--- src/hdl/ssc_regs.svh ---
// Register layout and framing figures for the sync serial control block.
// Assumes inclusion by the core only.
`ifndef SSC_REGS_SVH
`define SSC_REGS_SVH

// Write selects, {address control high, address control low}
`define SSC_SEL_CTRL2 2'h0
`define SSC_SEL_CTRL3 2'h1
`define SSC_SEL_SYNC 2'h2

// Control two field positions
`define SSC_C2_MATCH_MODE 0
`define SSC_C2_OUT_LEVEL 1
`define SSC_C2_ONE_BYTE 2
`define SSC_C2_WLEN_LO 3
`define SSC_C2_WLEN_HI 5
`define SSC_C2_TX_SYNC_FILL 6
`define SSC_C2_ERR_IRQ_EN 7

// Control three field positions
`define SSC_C3_EXT_SYNC 0
`define SSC_C3_ONE_SYNC 1
`define SSC_C3_CLR_CTS 2
`define SSC_C3_CLR_UF 3

// Reset values
`define SSC_C2_RESET 8'h00
`define SSC_C3_RESET 2'h0
`define SSC_SYNC_RESET 8'h00

// Character framing, in bits
`define SSC_MAX_CHAR 4'h9
`define SSC_MAX_DATA 4'h8
`define SSC_MARK_CHAR 9'h1FF

`endif

--- src/hdl/ssc_pkg.sv ---
// Types shared by the sync serial control block.
// Assumes the register header is on the include path.
package ssc_pkg;

	// Decoded character format
	typedef struct packed {
		logic [3:0] data_bits;
		logic par_en;
		logic par_odd;
	} ssc_fmt_t;

	// Receiver framing state
	typedef enum logic [2:0] {
		SSC_RX_HUNT = 3'h1,
		SSC_RX_SECOND = 3'h2,
		SSC_RX_SYNCED = 3'h4
	} ssc_rx_state_t;

endpackage

--- src/hdl/ssc_core.sv ---
// Control two, control three and sync pattern logic of the serial adapter,
// with sync hunt, fill insertion and error interrupt gating.
// Assumes host bus strobes are on sys_clk; serial pins are asynchronous.
//
// Contract
// - Control two written when both address bits zero
// - Match mode pulses output on each match while level bit low
// - Match pulse timed from receive clock fall
// - Terminal-ready mode drives inverse of level bit
// - Transfer-size bit picks one or two bytes
// - Word length bits give 7, 8, 9 bits
// - Word length code decoded per format table
// - Underflow sends sync code or all ones
// - Underflow pulse only when sync fill set
// - No fill parity except nine-bit sync fill
// - Error enable raises interrupt on five events
// - CTS and underflow cleared by command; carrier and overrun by status-then-FIFO read
// - Error enable low masks; reset clears it
// - Control three written at address code 01
// - External sync disables hunt; reset clears it
// - External mode: inhibit by bus, pattern kept
// - One or two sync characters declare sync
// - Clear-CTS command clears stored status, self-clears
// - Clear-underflow command clears status, self-clears
// - Sync pattern written at address code 10
// - Match output high one bit at boundary
// - Sync character parity only in nine-bit format
// - Sync-establishing characters discarded, not checked
// - After sync, strip or pass with parity
`timescale 1ns/100ps
`include "ssc_regs.svh"

module ssc_core (
	// Clock and reset
	input wire logic sys_clk,
	input wire logic rst_b,
	// Host bus, one-cycle enable strobe
	input wire logic bus_enable,
	input wire logic reg_select,
	input wire logic read_write,
	input wire logic [7:0] bus_data_in,
	// Control one bits
	input wire logic addr_ctl_low,
	input wire logic addr_ctl_high,
	input wire logic strip_sync_in,
	input wire logic clear_sync_in,
	input wire logic tx_section_reset,
	input wire logic rx_section_reset,
	// Status and FIFO side
	input wire logic status_read_stb,
	input wire logic rx_fifo_read_stb,
	input wire logic rx_overrun_evt,
	input wire logic rx_last_par_err,
	input wire logic tx_slot1_empty,
	input wire logic tx_slot2_empty,
	input wire logic rx_slot2_full,
	input wire logic rx_slot3_full,
	input wire logic tx_fifo_valid,
	input wire logic [7:0] tx_fifo_data,
	output logic tx_fifo_take,
	output logic rx_char_valid,
	output logic [7:0] rx_char_data,
	output logic rx_char_par_err,
	// Serial pins
	input wire logic rx_clk_pin,
	input wire logic rx_data_pin,
	input wire logic tx_clk_pin,
	input wire logic carrier_detect_in,
	input wire logic clear_to_send_in,
	output logic tx_data_out,
	output logic match_or_terminal_ready_out,
	output logic tx_underflow,
	// Status view
	output logic tx_room_flag,
	output logic rx_avail_flag,
	output logic carrier_status,
	output logic cts_status,
	output logic underflow_status,
	output logic overrun_status,
	output logic error_irq_status,
	output logic error_irq_b
);

	// Word length code, high bit first
	function automatic ssc_pkg::ssc_fmt_t fmt_decode(input logic [2:0] code);
		ssc_pkg::ssc_fmt_t f;
		f = '{data_bits: 4'h8, par_en: 1'b0, par_odd: 1'b0};
		case (code)
			3'h0: f = '{data_bits: 4'h6, par_en: 1'b1, par_odd: 1'b0};
			3'h1: f = '{data_bits: 4'h6, par_en: 1'b1, par_odd: 1'b1};
			3'h2: f = '{data_bits: 4'h7, par_en: 1'b0, par_odd: 1'b0};
			3'h3: f = '{data_bits: 4'h8, par_en: 1'b0, par_odd: 1'b0};
			3'h4: f = '{data_bits: 4'h7, par_en: 1'b1, par_odd: 1'b0};
			3'h5: f = '{data_bits: 4'h7, par_en: 1'b1, par_odd: 1'b1};
			3'h6: f = '{data_bits: 4'h8, par_en: 1'b1, par_odd: 1'b0};
			3'h7: f = '{data_bits: 4'h8, par_en: 1'b1, par_odd: 1'b1};
			default: f = '{data_bits: 4'h8, par_en: 1'b0, par_odd: 1'b0};
		endcase
		return f;
	endfunction

	// Low n bits set
	function automatic logic [7:0] bit_mask(input logic [3:0] n);
		logic [7:0] m;
		m = 8'h00;
		for (int i = 0; i < 8; i++) begin
			m[i] = (4'(i) < n);
		end
		return m;
	endfunction

	// Data with its parity bit placed above it
	function automatic logic [8:0] build_char(input logic [7:0] d,
			input ssc_pkg::ssc_fmt_t f);
		logic [7:0] md;
		logic [8:0] w;
		md = d & bit_mask(f.data_bits);
		w = {1'b0, md};
		if (f.par_en) begin
			w[f.data_bits] = (^md) ^ f.par_odd;
		end
		return w;
	endfunction

	// Registers
	logic [7:0] control_two_format_reg;
	logic [1:0] control_three_sync_mode_reg;
	logic [7:0] sync_pattern_reg;

	// Format decode
	ssc_pkg::ssc_fmt_t fmt;
	logic [3:0] char_len;
	logic [3:0] cmp_len;
	logic match_mode_select;
	logic output_level_ctl;
	logic one_byte;
	logic tx_sync_fill;
	logic error_irq_enable;
	logic ext_sync;
	logic one_sync;

	assign fmt = fmt_decode(control_two_format_reg[`SSC_C2_WLEN_HI:`SSC_C2_WLEN_LO]);
	assign char_len = fmt.data_bits + {3'h0, fmt.par_en};
	assign cmp_len = (char_len > `SSC_MAX_DATA) ? `SSC_MAX_DATA : char_len;
	assign match_mode_select = control_two_format_reg[`SSC_C2_MATCH_MODE];
	assign output_level_ctl = control_two_format_reg[`SSC_C2_OUT_LEVEL];
	assign one_byte = control_two_format_reg[`SSC_C2_ONE_BYTE];
	assign tx_sync_fill = control_two_format_reg[`SSC_C2_TX_SYNC_FILL];
	assign error_irq_enable = control_two_format_reg[`SSC_C2_ERR_IRQ_EN];
	assign ext_sync = control_three_sync_mode_reg[`SSC_C3_EXT_SYNC];
	assign one_sync = control_three_sync_mode_reg[`SSC_C3_ONE_SYNC];

	// Write decode
	logic bus_wr;
	logic [1:0] wr_sel;
	logic wr_c2;
	logic wr_c3;
	logic wr_sync;
	logic clr_cts_cmd;
	logic clear_underflow_cmd;

	assign bus_wr = bus_enable & reg_select & ~read_write;
	assign wr_sel = {addr_ctl_high, addr_ctl_low};
	assign wr_c2 = bus_wr & (wr_sel == `SSC_SEL_CTRL2);
	assign wr_c3 = bus_wr & (wr_sel == `SSC_SEL_CTRL3);
	assign wr_sync = bus_wr & (wr_sel == `SSC_SEL_SYNC);
	// Command bits act only as write pulses, never stored
	assign clr_cts_cmd = wr_c3 & bus_data_in[`SSC_C3_CLR_CTS];
	assign clear_underflow_cmd = wr_c3 & bus_data_in[`SSC_C3_CLR_UF];

	always_ff @(posedge sys_clk or negedge rst_b) begin
		if (!rst_b) begin
			control_two_format_reg <= `SSC_C2_RESET;
		end else if (wr_c2) begin
			control_two_format_reg <= bus_data_in;
		end
	end

	always_ff @(posedge sys_clk or negedge rst_b) begin
		if (!rst_b) begin
			control_three_sync_mode_reg <= `SSC_C3_RESET;
		end else if (wr_c3) begin
			control_three_sync_mode_reg <= bus_data_in[`SSC_C3_ONE_SYNC:`SSC_C3_EXT_SYNC];
		end
	end

	always_ff @(posedge sys_clk or negedge rst_b) begin
		if (!rst_b) begin
			sync_pattern_reg <= `SSC_SYNC_RESET;
		end else if (wr_sync) begin
			sync_pattern_reg <= bus_data_in;
		end
	end

	// Pin synchronisers
	logic rx_clk_rise;
	logic rx_clk_fall;
	logic rx_data_s;
	logic tx_clk_rise;
	logic tx_clk_fall;
	logic dcd_s;
	logic dcd_rise;
	logic cts_s;
	logic cts_rise;

	ssc_pin_sync u_rx_clk (
		.sys_clk(sys_clk),
		.rst_b(rst_b),
		.pin_in(rx_clk_pin),
		.level(),
		.rise(rx_clk_rise),
		.fall(rx_clk_fall)
	);

	ssc_pin_sync u_rx_data (
		.sys_clk(sys_clk),
		.rst_b(rst_b),
		.pin_in(rx_data_pin),
		.level(rx_data_s),
		.rise(),
		.fall()
	);

	ssc_pin_sync u_tx_clk (
		.sys_clk(sys_clk),
		.rst_b(rst_b),
		.pin_in(tx_clk_pin),
		.level(),
		.rise(tx_clk_rise),
		.fall(tx_clk_fall)
	);

	ssc_pin_sync u_dcd (
		.sys_clk(sys_clk),
		.rst_b(rst_b),
		.pin_in(carrier_detect_in),
		.level(dcd_s),
		.rise(dcd_rise),
		.fall()
	);

	ssc_pin_sync u_cts (
		.sys_clk(sys_clk),
		.rst_b(rst_b),
		.pin_in(clear_to_send_in),
		.level(cts_s),
		.rise(cts_rise),
		.fall()
	);

	// Receive window, newest bit at the top
	logic [8:0] rx_sr_reg;
	logic [8:0] rx_word;
	logic sync_match;

	always_ff @(posedge sys_clk or negedge rst_b) begin
		if (!rst_b) begin
			rx_sr_reg <= 9'h000;
		end else if (rx_clk_rise) begin
			rx_sr_reg <= {rx_data_s, rx_sr_reg[8:1]};
		end
	end

	assign rx_word = rx_sr_reg >> (`SSC_MAX_CHAR - char_len);
	// Nine-bit format ignores the parity slot of the pattern
	assign sync_match = ((rx_word[7:0] ^ sync_pattern_reg) & bit_mask(cmp_len)) == 8'h00;

	// Receiver framing, evaluated once the completing bit's clock falls
	ssc_pkg::ssc_rx_state_t rx_state_reg;
	logic [3:0] rx_cnt_reg;
	logic [3:0] rx_cnt_next;
	logic rx_boundary;

	assign rx_cnt_next = rx_cnt_reg + 4'h1;
	assign rx_boundary = (rx_cnt_next == char_len);

	always_ff @(posedge sys_clk or negedge rst_b) begin
		if (!rst_b) begin
			rx_state_reg <= ssc_pkg::SSC_RX_HUNT;
			rx_cnt_reg <= 4'h0;
		end else if (rx_section_reset || clear_sync_in) begin
			rx_state_reg <= ssc_pkg::SSC_RX_HUNT;
			rx_cnt_reg <= 4'h0;
		end else if (ext_sync) begin
			// Plain converter framed by carrier
			if (dcd_s) begin
				rx_state_reg <= ssc_pkg::SSC_RX_HUNT;
				rx_cnt_reg <= 4'h0;
			end else if (rx_clk_fall) begin
				rx_state_reg <= ssc_pkg::SSC_RX_SYNCED;
				rx_cnt_reg <= rx_boundary ? 4'h0 : rx_cnt_next;
			end
		end else if (rx_clk_fall) begin
			case (rx_state_reg)
				ssc_pkg::SSC_RX_HUNT: begin
					rx_cnt_reg <= 4'h0;
					if (sync_match) begin
						rx_state_reg <= one_sync ? ssc_pkg::SSC_RX_SYNCED
							: ssc_pkg::SSC_RX_SECOND;
					end
				end
				ssc_pkg::SSC_RX_SECOND: begin
					rx_cnt_reg <= rx_boundary ? 4'h0 : rx_cnt_next;
					// A miss resumes the sliding search from here
					if (rx_boundary) begin
						rx_state_reg <= sync_match ? ssc_pkg::SSC_RX_SYNCED
							: ssc_pkg::SSC_RX_HUNT;
					end
				end
				ssc_pkg::SSC_RX_SYNCED: begin
					rx_cnt_reg <= rx_boundary ? 4'h0 : rx_cnt_next;
				end
				default: begin
					rx_state_reg <= ssc_pkg::SSC_RX_HUNT;
					rx_cnt_reg <= 4'h0;
				end
			endcase
		end
	end

	// Character hand-off; only framed characters reach here
	logic rx_done;
	logic [8:0] rx_expect;

	assign rx_done = rx_clk_fall && (rx_state_reg == ssc_pkg::SSC_RX_SYNCED) && rx_boundary
		&& !rx_section_reset && !clear_sync_in && !(ext_sync && dcd_s);
	assign rx_expect = build_char(rx_word[7:0], fmt);

	always_ff @(posedge sys_clk or negedge rst_b) begin
		if (!rst_b) begin
			rx_char_valid <= 1'b0;
			rx_char_data <= 8'h00;
			rx_char_par_err <= 1'b0;
		end else begin
			rx_char_valid <= 1'b0;
			// Sync characters that framed us never get here
			if (rx_done && !(sync_match && strip_sync_in)) begin
				rx_char_valid <= 1'b1;
				rx_char_data <= rx_word[7:0] & bit_mask(fmt.data_bits);
				rx_char_par_err <= fmt.par_en
					&& (rx_word[fmt.data_bits] != rx_expect[fmt.data_bits]);
			end
		end
	end

	// Match pulse spans one receive bit, fall to fall
	logic sm_pulse_reg;

	always_ff @(posedge sys_clk or negedge rst_b) begin
		if (!rst_b) begin
			sm_pulse_reg <= 1'b0;
		end else if (rx_section_reset) begin
			sm_pulse_reg <= 1'b0;
		end else if (rx_clk_fall) begin
			sm_pulse_reg <= sync_match;
		end
	end

	always_ff @(posedge sys_clk or negedge rst_b) begin
		if (!rst_b) begin
			match_or_terminal_ready_out <= 1'b1;
		end else if (match_mode_select) begin
			match_or_terminal_ready_out <= sm_pulse_reg & ~output_level_ctl;
		end else begin
			match_or_terminal_ready_out <= ~output_level_ctl;
		end
	end

	// Transmitter: data changes on the falling tx clock
	logic [8:0] tx_sr_reg;
	logic [3:0] tx_cnt_reg;
	logic [8:0] tx_fill;
	logic [8:0] tx_load;
	logic tx_last;
	logic uf_detect;

	// Sync fill carries parity only in the nine-bit format
	assign tx_fill = !tx_sync_fill ? `SSC_MARK_CHAR
		: (char_len == `SSC_MAX_CHAR) ? build_char(sync_pattern_reg, fmt)
		: {1'b0, sync_pattern_reg};
	assign tx_load = tx_fifo_valid ? build_char(tx_fifo_data, fmt) : tx_fill;
	assign tx_last = (tx_cnt_reg == 4'h0);
	assign uf_detect = tx_clk_rise && tx_last && !tx_fifo_valid && tx_sync_fill
		&& !tx_section_reset;

	always_ff @(posedge sys_clk or negedge rst_b) begin
		if (!rst_b) begin
			tx_sr_reg <= `SSC_MARK_CHAR;
			tx_cnt_reg <= 4'h0;
			tx_data_out <= 1'b1;
			tx_fifo_take <= 1'b0;
		end else begin
			tx_fifo_take <= 1'b0;
			if (tx_section_reset) begin
				tx_cnt_reg <= 4'h0;
				tx_data_out <= 1'b1;
			end else if (tx_clk_fall) begin
				if (tx_last) begin
					tx_data_out <= tx_load[0];
					tx_sr_reg <= tx_load >> 1;
					tx_cnt_reg <= char_len - 4'h1;
					tx_fifo_take <= tx_fifo_valid;
				end else begin
					tx_data_out <= tx_sr_reg[0];
					tx_sr_reg <= tx_sr_reg >> 1;
					tx_cnt_reg <= tx_cnt_reg - 4'h1;
				end
			end
		end
	end

	// Underflow pin high for the clock-high half of the last bit
	always_ff @(posedge sys_clk or negedge rst_b) begin
		if (!rst_b) begin
			tx_underflow <= 1'b0;
		end else if (uf_detect) begin
			tx_underflow <= 1'b1;
		end else if (tx_clk_fall || tx_section_reset) begin
			tx_underflow <= 1'b0;
		end
	end

	// Stored events; a set in the clearing cycle wins
	logic cts_stored_reg;
	logic dcd_stored_reg;
	logic ovr_stored_reg;
	logic uf_stored_reg;
	logic status_seen_reg;
	logic rx_seq_clear;

	assign rx_seq_clear = rx_fifo_read_stb & status_seen_reg;

	always_ff @(posedge sys_clk or negedge rst_b) begin
		if (!rst_b) begin
			status_seen_reg <= 1'b0;
		end else if (status_read_stb) begin
			status_seen_reg <= 1'b1;
		end else if (rx_fifo_read_stb || rx_section_reset) begin
			status_seen_reg <= 1'b0;
		end
	end

	always_ff @(posedge sys_clk or negedge rst_b) begin
		if (!rst_b) begin
			cts_stored_reg <= 1'b0;
		end else if (cts_rise) begin
			cts_stored_reg <= 1'b1;
		end else if (clr_cts_cmd || tx_section_reset) begin
			cts_stored_reg <= 1'b0;
		end
	end

	always_ff @(posedge sys_clk or negedge rst_b) begin
		if (!rst_b) begin
			uf_stored_reg <= 1'b0;
		end else if (uf_detect) begin
			uf_stored_reg <= 1'b1;
		end else if (clear_underflow_cmd || tx_section_reset) begin
			uf_stored_reg <= 1'b0;
		end
	end

	always_ff @(posedge sys_clk or negedge rst_b) begin
		if (!rst_b) begin
			dcd_stored_reg <= 1'b0;
		end else if (dcd_rise) begin
			dcd_stored_reg <= 1'b1;
		end else if (rx_seq_clear || rx_section_reset) begin
			dcd_stored_reg <= 1'b0;
		end
	end

	always_ff @(posedge sys_clk or negedge rst_b) begin
		if (!rst_b) begin
			ovr_stored_reg <= 1'b0;
		end else if (rx_overrun_evt) begin
			ovr_stored_reg <= 1'b1;
		end else if (rx_seq_clear || rx_section_reset) begin
			ovr_stored_reg <= 1'b0;
		end
	end

	// Error interrupt; parity term clears as the FIFO moves on
	logic err_any;

	assign err_any = error_irq_enable & (ovr_stored_reg | dcd_stored_reg
		| rx_last_par_err | cts_stored_reg | uf_stored_reg);

	always_ff @(posedge sys_clk or negedge rst_b) begin
		if (!rst_b) begin
			error_irq_status <= 1'b0;
			error_irq_b <= 1'b1;
		end else begin
			error_irq_status <= err_any;
			error_irq_b <= ~err_any;
		end
	end

	// Status view; stored CTS and carrier bits fall back to the live inputs
	always_ff @(posedge sys_clk or negedge rst_b) begin
		if (!rst_b) begin
			cts_status <= 1'b0;
			carrier_status <= 1'b0;
			underflow_status <= 1'b0;
			overrun_status <= 1'b0;
		end else begin
			cts_status <= cts_stored_reg | cts_s;
			carrier_status <= dcd_stored_reg | dcd_s;
			underflow_status <= uf_stored_reg;
			overrun_status <= ovr_stored_reg;
		end
	end

	// Availability flags; CTS holds off the sender only in hunt modes
	always_ff @(posedge sys_clk or negedge rst_b) begin
		if (!rst_b) begin
			tx_room_flag <= 1'b0;
			rx_avail_flag <= 1'b0;
		end else begin
			tx_room_flag <= !tx_section_reset && !(cts_s && !ext_sync)
				&& (one_byte ? tx_slot1_empty : (tx_slot1_empty && tx_slot2_empty));
			rx_avail_flag <= one_byte ? rx_slot3_full
				: (rx_slot3_full && rx_slot2_full);
		end
	end

endmodule // ssc_core

--- src/hdl/ssc_pin_sync.sv ---
// Two-stage synchroniser with edge detection for one pin.
// Assumes sys_clk is much faster than any pin toggles.
`timescale 1ns/100ps

module ssc_pin_sync (
	// Clock and reset
	input wire logic sys_clk,
	input wire logic rst_b,
	// Pin
	input wire logic pin_in,
	// Synchronised view
	output logic level,
	output logic rise,
	output logic fall
);

	logic meta_reg;
	logic stable_reg;
	logic last_reg;

	// First stage feeds only the second
	always_ff @(posedge sys_clk or negedge rst_b) begin
		if (!rst_b) begin
			meta_reg <= 1'b0;
			stable_reg <= 1'b0;
			last_reg <= 1'b0;
		end else begin
			meta_reg <= pin_in;
			stable_reg <= meta_reg;
			last_reg <= stable_reg;
		end
	end

	assign level = stable_reg;
	assign rise = stable_reg & ~last_reg;
	assign fall = ~stable_reg & last_reg;

endmodule // ssc_pin_sync

--- config.mk ---
export PLATFORM = sky130hd
export DESIGN_NAME = ssc_core
export DESIGN_NICKNAME = d
export VERILOG_FILES = /design/src/hdl/ssc_pkg.sv /design/src/hdl/ssc_core.sv /design/src/hdl/ssc_pin_sync.sv
export VERILOG_INCLUDE_DIRS = /design/src /design/src/hdl
export SDC_FILE = /design/constraint.sdc
export NUM_CORES = 1
export LEC_CHECK = 0
export BUFFER_PORTS_ARGS = -buffer_cell sky130_fd_sc_hd__buf_2
export CAP_MARGIN = 30
export CORE_MARGIN = 2
export CORE_UTILIZATION = 35
export CTS_BUF_LIST = sky130_fd_sc_hd__clkbuf_4
export DETAILED_ROUTE_END_ITERATION = 6
export MAX_ROUTING_LAYER = met4
export PLACE_DENSITY_LB_ADDON = 0.08
export RECOVER_POWER = 25
export SLEW_MARGIN = 20
export SYNTH_ARGS = -nofsm -noshare
export SYNTH_HDL_FRONTEND = slang
export SYNTH_SLANG_ARGS = --single-unit
--- constraint.sdc ---
create_clock -name sys_clk -period 3.55 [get_ports sys_clk]
set_clock_uncertainty 0.1 [all_clocks]
set_input_delay 0.71 -clock sys_clk [delete_from_list [all_inputs] [get_ports sys_clk]]
set_output_delay 0.71 -clock sys_clk [all_outputs]
set_load 0.02 [all_outputs]
==> results.md, run 1 <==
* Status: finished with violations
* Violated checks: capacitance limit, slew limit
* Fill cell count at about 1300
* Htree depth at 3
* Cell row count at 42
* R2R depth at 12
* Final TNS setup at 0 ns
* Final Hold Viols at 0
* Sequential area share after synthesis at 47.92%
* Ports at 63
* Number of max-cap violations at 1
* Asr flop ratio synth at between 90% and 100%
* Total Wirelength at between 10000 and 15000 microns
* Port Buffers at 62
* Vias at ~3500
* Synth top area share at 40.62%
* Worst IR Drop VDD at 0.3968 mV
* Sw Share at around two fifths
* Slew at the pin closest to its max-slew limit at just under 2 ns
* RSZ-0062 raised after global routing: false
* CTS Hold Bufs at 0
* Final nets at 574
* Final Setup Violations at 0
* Syn-to-layout area delta at 19.51%
* Crit path max-delay family: multiplexers
* Initial DRC Count at 210
* Combinational power share at 52.2%
* Critical path data arrival time at 3.67 ns
* Clock Tree Buf Depth at 2
* Hold Crit Depth at 1
* Area of the multi-input gates at roughly 2300 sq um
* Final WS setup at 0.1529 ns
* CP Cell Sequence: nand2b_1, o21ai_1, ha_2, inv_1, ha_4, mux4_2, nand3b_1, a31oi_2, nor2_4, a311oi_4, buf_6, mux2_1
* Cell Count Post-Placement at 690
* Nature of the critical path endpoint: flop
* Pwr/cell area at 759.0 nW/um^2
* Core ar. at approximately 13000 sq um
* Largest net degree at the start of global routing at 46
* Slowest stage delay, CP at around 0.55 ns
* Critical Path RT at 3.82 ns
* Sink Count at 89
* Pwr Total at between 0.004 and 0.005 W
* Fmax at ~290 MHz
* Slew Limit Fails at 35
* Psw at 0.001668 W
* Ratio of cells with drive above 1 in the final layout at approximately 33%
* DRC at 0
* Avg Cell Area, Syn at roughly 11 sq um
* Mapped Nets at 487
* Root Buffer: clkbuf_4
* Global-route wire length before repair at between 15000 and 20000 microns
* Worst path depth at 12
* Synth Instances at 440
* Pint at 0.002579 W
* Die span in y at ~120 microns
* #FFs+latches synth at 89
* Commonest non-fill, non-tap cell in the layout: dfrtp_1
* Dominant cells by area after synthesis: dfrtp_1 (41%), dfstp_2 (7.3%), mux2_2 (6.5%), xnor2_1 (4.3%), a21oi_1 (3.7%)
* Worst-skew pair later-pin latency at approximately 0.48 ns
* CTS tree: done
* Routed vias/inst at roughly 4.9
* Part of the power in registers at approximately a third
* Leakage power at 2.472 nW
* Die Span X at about 120 microns
* Commonest cells after routing, fill and taps aside: dfrtp_1 (76), buf_2 (61), nor2_1 (35)
* GRT Total Usage at 16.53%
* Worst path slowest cell: mux4_2
* Post-synth cell types at between 60 and 70
* Vias in the first global route at roughly 3500
* Final Wtd Congestion at 0.8045
* YS warnings at 0
* Cell Count, Final, Fillers Out at ~700
* Final Critical Period at approximately 3.4 ns
* Worst setup SP type: flop
* CTS clock-pin slew for the worst setup and hold paths at between 0.15 and 0.2 ns
* Post-synth EDFFs at 0
* Initial antenna violation count at 1
* Worst hold path class: input pin to flop
* Clk network pwr share at about 15%
* Setup CP Type: flop to flop
* Sequential cell area at about 2200 sq um
* Primary FF master, synth: dfrtp_1
* Die Footprint at ~14000 sq um
* Global route overflow at 0
* Inserted Clock Buffers at 9
* Post-DP HPWL at around 8200 microns
* Initial Util at 35.64%
* Buf/Inv on CP at 2
* Routed Antenna Nets at 0
* Max FO, Critical Path at 7
* DR WL/cell at between 15 and 20 microns
* Cell taking the most area after synthesis: dfrtp_1
* Synthesized area at roughly 4700 sq um
* Pre-CTS setup slack at -0.0008344 ns
* DRT Pass-1 Iters at 4
* Max-slew headroom at -29.80%
* Final critical-path share of the clock period at a little over nine tenths
## Yosys cell counts, types with 3 or more instances
master    count
nor3_1        8
ha_1          6
o21ai_0      21
mux2i_1      10
a31oi_1       5
dfrtp_1      76
xor2_1       10
nor2_1       35
clkbuf_1     13
a211o_1       4
nand2_1      24
mux2_1        4
mux2_2       27
or2_1         3
xnor2_1      23
inv_1        25
dfstp_2      13
nor2b_1       9
o21ai_1       3
a21oi_1      35
o211ai_1      4
nand3b_1     10
nand2b_1      9
a21o_1        4
nand3_1       5
## worst paths after layout
check                                              endpoint  slack, ns                                   from
worst max-delay path            rx_char_data[6]$_DFFE_PN0P_       0.15  control_two_format_reg[5]$_DFFE_PN0P_
worst min-delay path               u_cts.meta_reg$_DFF_PN0_       0.22                       clear_to_send_in
worst max register to register  rx_char_data[6]$_DFFE_PN0P_       0.15  control_two_format_reg[5]$_DFFE_PN0P_
worst min register to register        u_dcd.level$_DFF_PN0_       0.26               u_dcd.meta_reg$_DFF_PN0_
max in group asynchronous          tx_sr_reg[1]$_DFFE_PN1P_       1.41                                  rst_b
min in group asynchronous           rx_char_valid$_DFF_PN0_       0.65                                  rst_b
## kinds of logic (layout without fill, tap and decap cells)
logic type / Yosys count / after routing / synth area share [%]
AND/OR/NAND/NOR: 118 / 118 / 12.85
AO/OA/AOI/OAI: 104 / 104 / 15.39
flip-flops: 89 / 89 / 47.92
multiplexers: 46 / 46 / 11.46
buffers and inverters: 43 / 135 / 4.115
XOR/XNOR: 34 / 34 / 6.654
adder cells (fa/ha/maj): 6 / 6 / 1.603
other: 0 / 1 / 0
## through the flow
stage / utilization [%] / hold slack [ns] / instance area [sq um]
after floorplan: - / 0.2312 / 4682
after global placement: 40.60 / 0.2317 / 5334
after detailed placement: 40.81 / 0.2347 / 5361
after CTS: 41.99 / 0.05013 / 5517
after global routing: 42.59 / 0.1733 / 5595
final: 42.59 / 0.2189 / 5595
## power groups by stage
| stage | sequential, W | clock (W) | combinational, W |
|---|---|---|---|
| finish | 0.00141 | 0.000624 | 0.00222 |
| global route | 0.00144 | 0.000697 | 0.00243 |
| CTS | 0.00141 | 0.000659 | 0.00215 |
| detailed placement | 0.00142 | 0 | 0.00213 |
| global placement | 0.00142 | 0 | 0.00211 |
| floorplan | 0.00138 | 0 | 0.00158 |
## cell type report
| type | count | share of cell area (%) |
|---|---|---|
| Clock buffer | 9 | 1.208 |
| Sequential cell | 89 | 40.09 |
| Multi-Input combinational cell | 308 | 41.28 |
| Tap cell | 176 | 3.936 |
| Inverter | 25 | 1.677 |
| Timing Repair Buffer | 94 | 10.24 |
| Antenna cell | 1 | 0.04472 |
| Clock inverter | 7 | 1.521 |
## what timing repair did
| action | CTS | global route |
|---|---|---|
| pin swaps | 0 | 4 |
| setup buffers | 0 | 1 |
| endpoints found under the setup margin | 9 | 13 |
| gates cloned | 0 | 0 |
| hold endpoints to repair | 0 | 0 |
| resized for setup | 1 | 13 |
## layer usage
layer  vias to the layer above  wire length (microns)  GRT usage [%]
li1                       1727                      -              -
met2                        60                   4955          25.11
met5                         -                      0              -
met3                        12                    355          2.994
met1                      1695                   5284          21.89
met4                         0                    199          6.838
Power figures use the tool's default switching activity.
==> inputs of run 2 (changes only) <==
==> constraint.sdc (replaced) <==
create_clock -name sys_clk -period 3.55 [get_ports sys_clk]
set_clock_uncertainty 0.1 [all_clocks]
set_input_delay 0.355 -clock sys_clk [delete_from_list [all_inputs] [get_ports sys_clk]]
set_output_delay 0.355 -clock sys_clk [all_outputs]
set_load 0.02 [all_outputs]
==> results.md, run 2 (same netlist as run 1, synthesis figures left out) <==
* Status: finished with violations
* Violated checks: capacitance limit, slew limit
* Final Setup Violations at 0 (unchanged)
* Worst-skew pair later-pin latency at 0.47 ns (about the same)
* Critical path data arrival time at 3.71 ns (+0.04 ns)
* Core ar. at 13140 sq um (unchanged)
* Final critical-path share of the clock period at 95.96% (+0.26 points)
* Hold Slack at 0.04556 ns (-0.1733 ns)
* Critical Path RT at 3.85 ns (+0.03 ns)
* Cell row count at 42 (unchanged)
* Sink Count at 89 (unchanged)
* Slew at the pin closest to its max-slew limit at 2.075 ns (+0.1283 ns)
* Slew Limit Fails at 36 (+2.9%)
* WL met3 at 323 microns (-9.0%)
* Vias in the first global route at 3613 (+3.9%)
* Root Buffer: clkbuf_4
* CTS tree: done
* DRC at 0 (unchanged)
* Initial Util at 35.64% (unchanged)
* Nature of the critical path endpoint: flop
* Worst hold path class: input pin to flop
* Commonest cells after routing, fill and taps aside: dfrtp_1 (76), buf_2 (61), nor2_1 (35)
* WL met2 at 5182 microns (+4.6%)
* CTS clock-pin slew for the worst setup and hold paths at 0.14 ns (-0.02 ns)
* Die Span X at 119.7 microns (unchanged)
* Worst setup SP type: flop
* Die span in y at 119.7 microns (unchanged)
* DRT Pass-1 Iters at 4 (unchanged)
* Final Wtd Congestion at 0.8412 (+4.6%)
* Ratio of cells with drive above 1 in the final layout at 31.38% (-1.5 points)
* Met1 Routed Length at 5410 microns (+2.4%)
* Die Footprint at 14320 sq um (unchanged)
* Commonest non-fill, non-tap cell in the layout: dfrtp_1
* Worst IR Drop VDD at 0.3811 mV (-4.0%)
* Routed Antenna Nets at 0 (unchanged)
* Final Hold Viols at 0 (unchanged)
* Hold Crit Depth at 2 (+1)
* Fmax at 293.6 MHz (-0.28%)
* Total Wirelength at 11120 microns (+3.0%)
* Clock Tree Buf Depth at 2 (unchanged)
* Post-CTS Setup Inserts at 0 (unchanged)
* Leakage power at 2.515 nW (+1.7%)
* GRT Total Usage at 16.83% (+0.30 points)
* Final TNS setup at 0 ns (unchanged)
* Final Core Density at 43.36% (+0.77 points)
* Routed vias/inst at 4.884 (-0.90%)
* Max FO, Critical Path at 13 (+6)
* Global-route wire length before repair at 18150 microns (+1.2%)
* Pwr/cell area at 737.5 nW/um^2 (-2.8%)
* Final Critical Period at 3.407 ns (+0.009398 ns)
* Largest net degree at the start of global routing at 46 (unchanged)
* DR WL/cell at 15.40 microns (+1.1%)
* Post-DP HPWL at 8320 microns (+1.9%)
* Htree depth at 3 (unchanged)
* Syn-to-layout area delta at 21.67%
* Top routing layer in use: met4
* Setup CP Type: flop to flop
* Initial antenna violation count at 1 (unchanged)
* Fill cell count at 1332 (+1.8%)
* Initial DRC Count at 154 (-27%)
* R2R depth at 14 (+2)
* Ports at 63 (unchanged)
* Global route overflow at 0 (unchanged)
* Inserted Clock Buffers at 9 (unchanged)
* Max-slew headroom at -38.36% (-8.6 points)
* Number of max-cap violations at 1 (unchanged)
* Port Buffers at 62 (unchanged)
* RSZ-0062 raised after global routing: true
* Final nets at 587 (+2.3%)
* Vias at 3526 (+0.92%)
-- run 2: cell type report --
cell class	count	area, sq um	share of cell area [%]
diodes	1	2.502	0.04393
clock inverters	7	60.06	1.054
inverters	25	93.84	1.647
multi-input cells	308	2298	40.35
repair buffers	107	710.7	12.48
flip-flops and latches	89	2243	39.38
clock buffers	9	67.56	1.186
well taps	176	220.2	3.866
-- run 2: repair_timing --
item	in CTS	in global routing
resized for setup	2	12
hold endpoints to repair	52	0
hold buffers	16	0
pin swaps	0	4
endpoints found under the setup margin	12	12
-- run 2: stage by stage --
step	cells	power, W	worst slack [ns]	area (sq um)
floorplan	440	0.002962	0.01089	4682
global placement	687	0.003517	-0.01341	5319
detailed placement	688	0.003541	-0.1036	5346
CTS	720	0.004159	0.08215	5647
global route	722	0.004511	-0.001760	5697
finish	722	0.004202	0.1435	5697
-- run 2: critical path, stage by stage (launching register included) --
cell	delay, ns
dfrtp_1	0.41
buf_4	0.19
o21ai_1	0.25
buf_4	0.20
inv_1	0.05
ha_1	0.25
nand2b_1	0.27
o22a_2	0.30
xnor2_1	0.13
a211o_1	0.31
o22ai_4	0.20
nand2_4	0.08
buf_4	0.15
a211o_1	0.26
o22a_1	0.18
-- run 2: worst paths after layout --
path	slack (ns)	startpoint	endpoint
worst max-delay path	0.14	control_two_format_reg[5]$_DFFE_PN0P_	rx_state_reg[0]$_DFFE_PN1P_
worst min-delay path	0.05	bus_data_in[5]	sync_pattern_reg[5]$_DFFE_PN0P_
worst max register to register	0.14	control_two_format_reg[5]$_DFFE_PN0P_	rx_state_reg[0]$_DFFE_PN1P_
worst min register to register	0.26	u_rx_data.meta_reg$_DFF_PN0_	u_rx_data.level$_DFF_PN0_
max in group asynchronous	1.21	rst_b	control_two_format_reg[2]$_DFFE_PN0P_
min in group asynchronous	0.89	rst_b	rx_char_data[0]$_DFFE_PN0P_
-- run 2: where the power goes --
part / internal, W / switching (W)
sequential: 0.00122 / 0.000184
combinational: 0.00113 / 0.00111
clock: 0.000157 / 0.000390
-- run 2: layer usage --
metal	vias to the layer above	GRT usage, %
met5	-	-
met4	0	6.618
met3	11	2.662
met2	68	26.39
met1	1701	21.97
li1	1746	-
==> inputs of run 3 (changes only) <==
HOLD_SLACK_MARGIN = 0.05   (was default)
SLEW_MARGIN = 15   (was 20)
==> results.md, run 3 (same netlist as run 1, synthesis figures left out) <==
* DRT Pass-1 Iters at 4 (unchanged)
* Commonest cells after routing, fill and taps aside: dfrtp_1 (76), buf_2 (61), nor2_1 (35)
* Syn-to-layout area delta at 23.38%
* Sink Count at 89 (unchanged)
* Leakage power at 2.550 nW (+1.4%)
* Ports at 63 (unchanged)
* Routed vias/inst at 4.863 (-0.42%)
* Inserted Clock Buffers at 9 (unchanged)
* Vias in the first global route at 3637 (+0.66%)
* Global route overflow at 0 (unchanged)
* Vias at 3550 (+0.68%)
* Commonest non-fill, non-tap cell in the layout: dfrtp_1
* Pwr Total at 0.004209 W (+0.18%)
* Final WS setup at 0.1438 ns (+0.0002760 ns)
* Final TNS setup at 0 ns (unchanged)
* CTS tree: done
* Pre-CTS setup slack at -0.1036 ns (unchanged)
* RSZ-0062 raised after global routing: true
* Routed Antenna Nets at 0 (unchanged)
* Final Setup Violations at 0 (unchanged)
* Number of max-cap violations at 1 (unchanged)
* Ratio of cells with drive above 1 in the final layout at 30.92% (-0.45 points)
* DR WL/cell at 15.31 microns (-0.60%)
* Max-slew headroom at -38.38% (about the same)
* Violated checks: capacitance limit, slew limit
* Largest net degree at the start of global routing at 46 (unchanged)
* Global-route wire length before repair at 18290 microns (+0.76%)
* Status: finished with violations
* Die Span X at 119.7 microns (unchanged)
* Worst IR Drop VDD at 0.3811 mV (about the same)
* Initial Util at 35.64% (unchanged)
* Final Core Density at 43.97% (+0.61 points)
* Pwr/cell area at 728.6 nW/um^2 (-1.2%)
* Clock Tree Buf Depth at 2 (unchanged)
* Slew at the pin closest to its max-slew limit at 2.076 ns (+0.0003957 ns)
* Setup CP Type: flop to flop
* Initial antenna violation count at 1 (unchanged)
* Final Critical Period at 3.406 ns (-0.0002760 ns)
* Fill cell count at 1327 (-0.38%)
* Port Buffers at 62 (unchanged)
* Htree depth at 3 (unchanged)
* Slew Limit Fails at 36 (unchanged)
* Worst setup SP type: flop
* Final Hold Viols at 0 (unchanged)
* Fmax at 293.6 MHz (about the same)
* Die span in y at 119.7 microns (unchanged)
* Nature of the critical path endpoint: flop
* Worst hold path class: input pin to flop
* Initial DRC Count at 162 (+5.2%)
* Max FO, Critical Path at 13 (unchanged)
* Post-DP HPWL at 8320 microns (unchanged)
* GRT Total Usage at 16.94% (+0.12 points)
* DRC at 0 (unchanged)
* Hold Slack at 0.1411 ns (+0.09550 ns)
* Critical Path RT at 3.86 ns (about the same)
* Worst-skew pair later-pin latency at 0.47 ns (about the same)
* Cell row count at 42 (unchanged)
* Root Buffer: clkbuf_4
* Die Footprint at 14320 sq um (unchanged)
* Critical path data arrival time at 3.71 ns (about the same)
* Final critical-path share of the clock period at 95.95% (about the same)
* Final nets at 595 (+1.4%)
* Core ar. at 13140 sq um (unchanged)
* Total Wirelength at 11170 microns (+0.50%)
* CTS clock-pin slew for the worst setup and hold paths at 0.14 ns (about the same)
* Final Wtd Congestion at 0.8412 (unchanged)
run 3: worst paths after layout:
path	cells past startpoint	slack [ns]	start	endpoint
setup / recovery	14	0.14	control_two_format_reg[5]$_DFFE_PN0P_	rx_state_reg[0]$_DFFE_PN1P_
hold / removal	4	0.14	rx_fifo_read_stb	dcd_stored_reg$_DFFE_PN0P_
setup reg to reg	14	0.14	control_two_format_reg[5]$_DFFE_PN0P_	rx_state_reg[0]$_DFFE_PN1P_
hold reg to reg	0	0.26	u_rx_data.meta_reg$_DFF_PN0_	u_rx_data.level$_DFF_PN0_
max in group asynchronous	4	1.21	rst_b	control_two_format_reg[2]$_DFFE_PN0P_
min in group asynchronous	2	0.89	rst_b	rx_char_data[0]$_DFFE_PN0P_
run 3: critical path, cell delays in order, from the launching register on:
cell and delay [ns]:
dfrtp_1 0.41, buf_4 0.19, o21ai_1 0.25, buf_4 0.20
inv_1 0.05, ha_1 0.25, nand2b_1 0.27, o22a_2 0.30
xnor2_1 0.13, a211o_1 0.31, o22ai_4 0.20, nand2_4 0.08
buf_4 0.15, a211o_1 0.26, o22a_1 0.18
run 3: cell type report:
| type | count | area, sq um | area share, % |
|---|---|---|---|
| Tap cell | 176 | 220.2 | 3.812 |
| Clock buffer | 9 | 67.56 | 1.170 |
| Multi-Input combinational cell | 308 | 2298 | 39.79 |
| Inverter | 25 | 93.84 | 1.624 |
| Clock inverter | 7 | 60.06 | 1.040 |
| Sequential cell | 89 | 2243 | 38.83 |
| Antenna cell | 1 | 2.502 | 0.04332 |
| Timing Repair Buffer | 115 | 790.8 | 13.69 |
run 3: per-layer routing:
| metal | global-route usage [%] | share of wire [%] | vias to the layer above |
|---|---|---|---|
| li1 | - | - | 1761 |
| met1 | 22.06 | 49 | 1710 |
| met2 | 26.71 | 47 | 68 |
| met3 | 2.614 | 2.9 | 11 |
| met4 | 6.618 | 1.8 | 0 |
| met5 | - | 0 | - |
run 3: stage by stage:
stage,cells,area (sq um)
6_report,730,5777
5_1_grt,730,5777
4_1_cts,728,5727
3_5_place_dp,688,5346
3_3_place_gp,687,5319
2_1_floorplan,440,4682
run 3: report_power, final:
part	switching (W)	internal, W
clock network	0.000390	0.000157
registers	0.000183	0.00122
logic	0.00111	0.00114
total	0.00169	0.00252
run 3: timing repair:
item                       in CTS  in global routing
hold buffers                   24                  0
setup endpoints to repair      12                 12
pin swaps                       0                  4
gates resized for setup         2                 12
hold endpoints to repair       66                  0
buffers inserted                0                  0
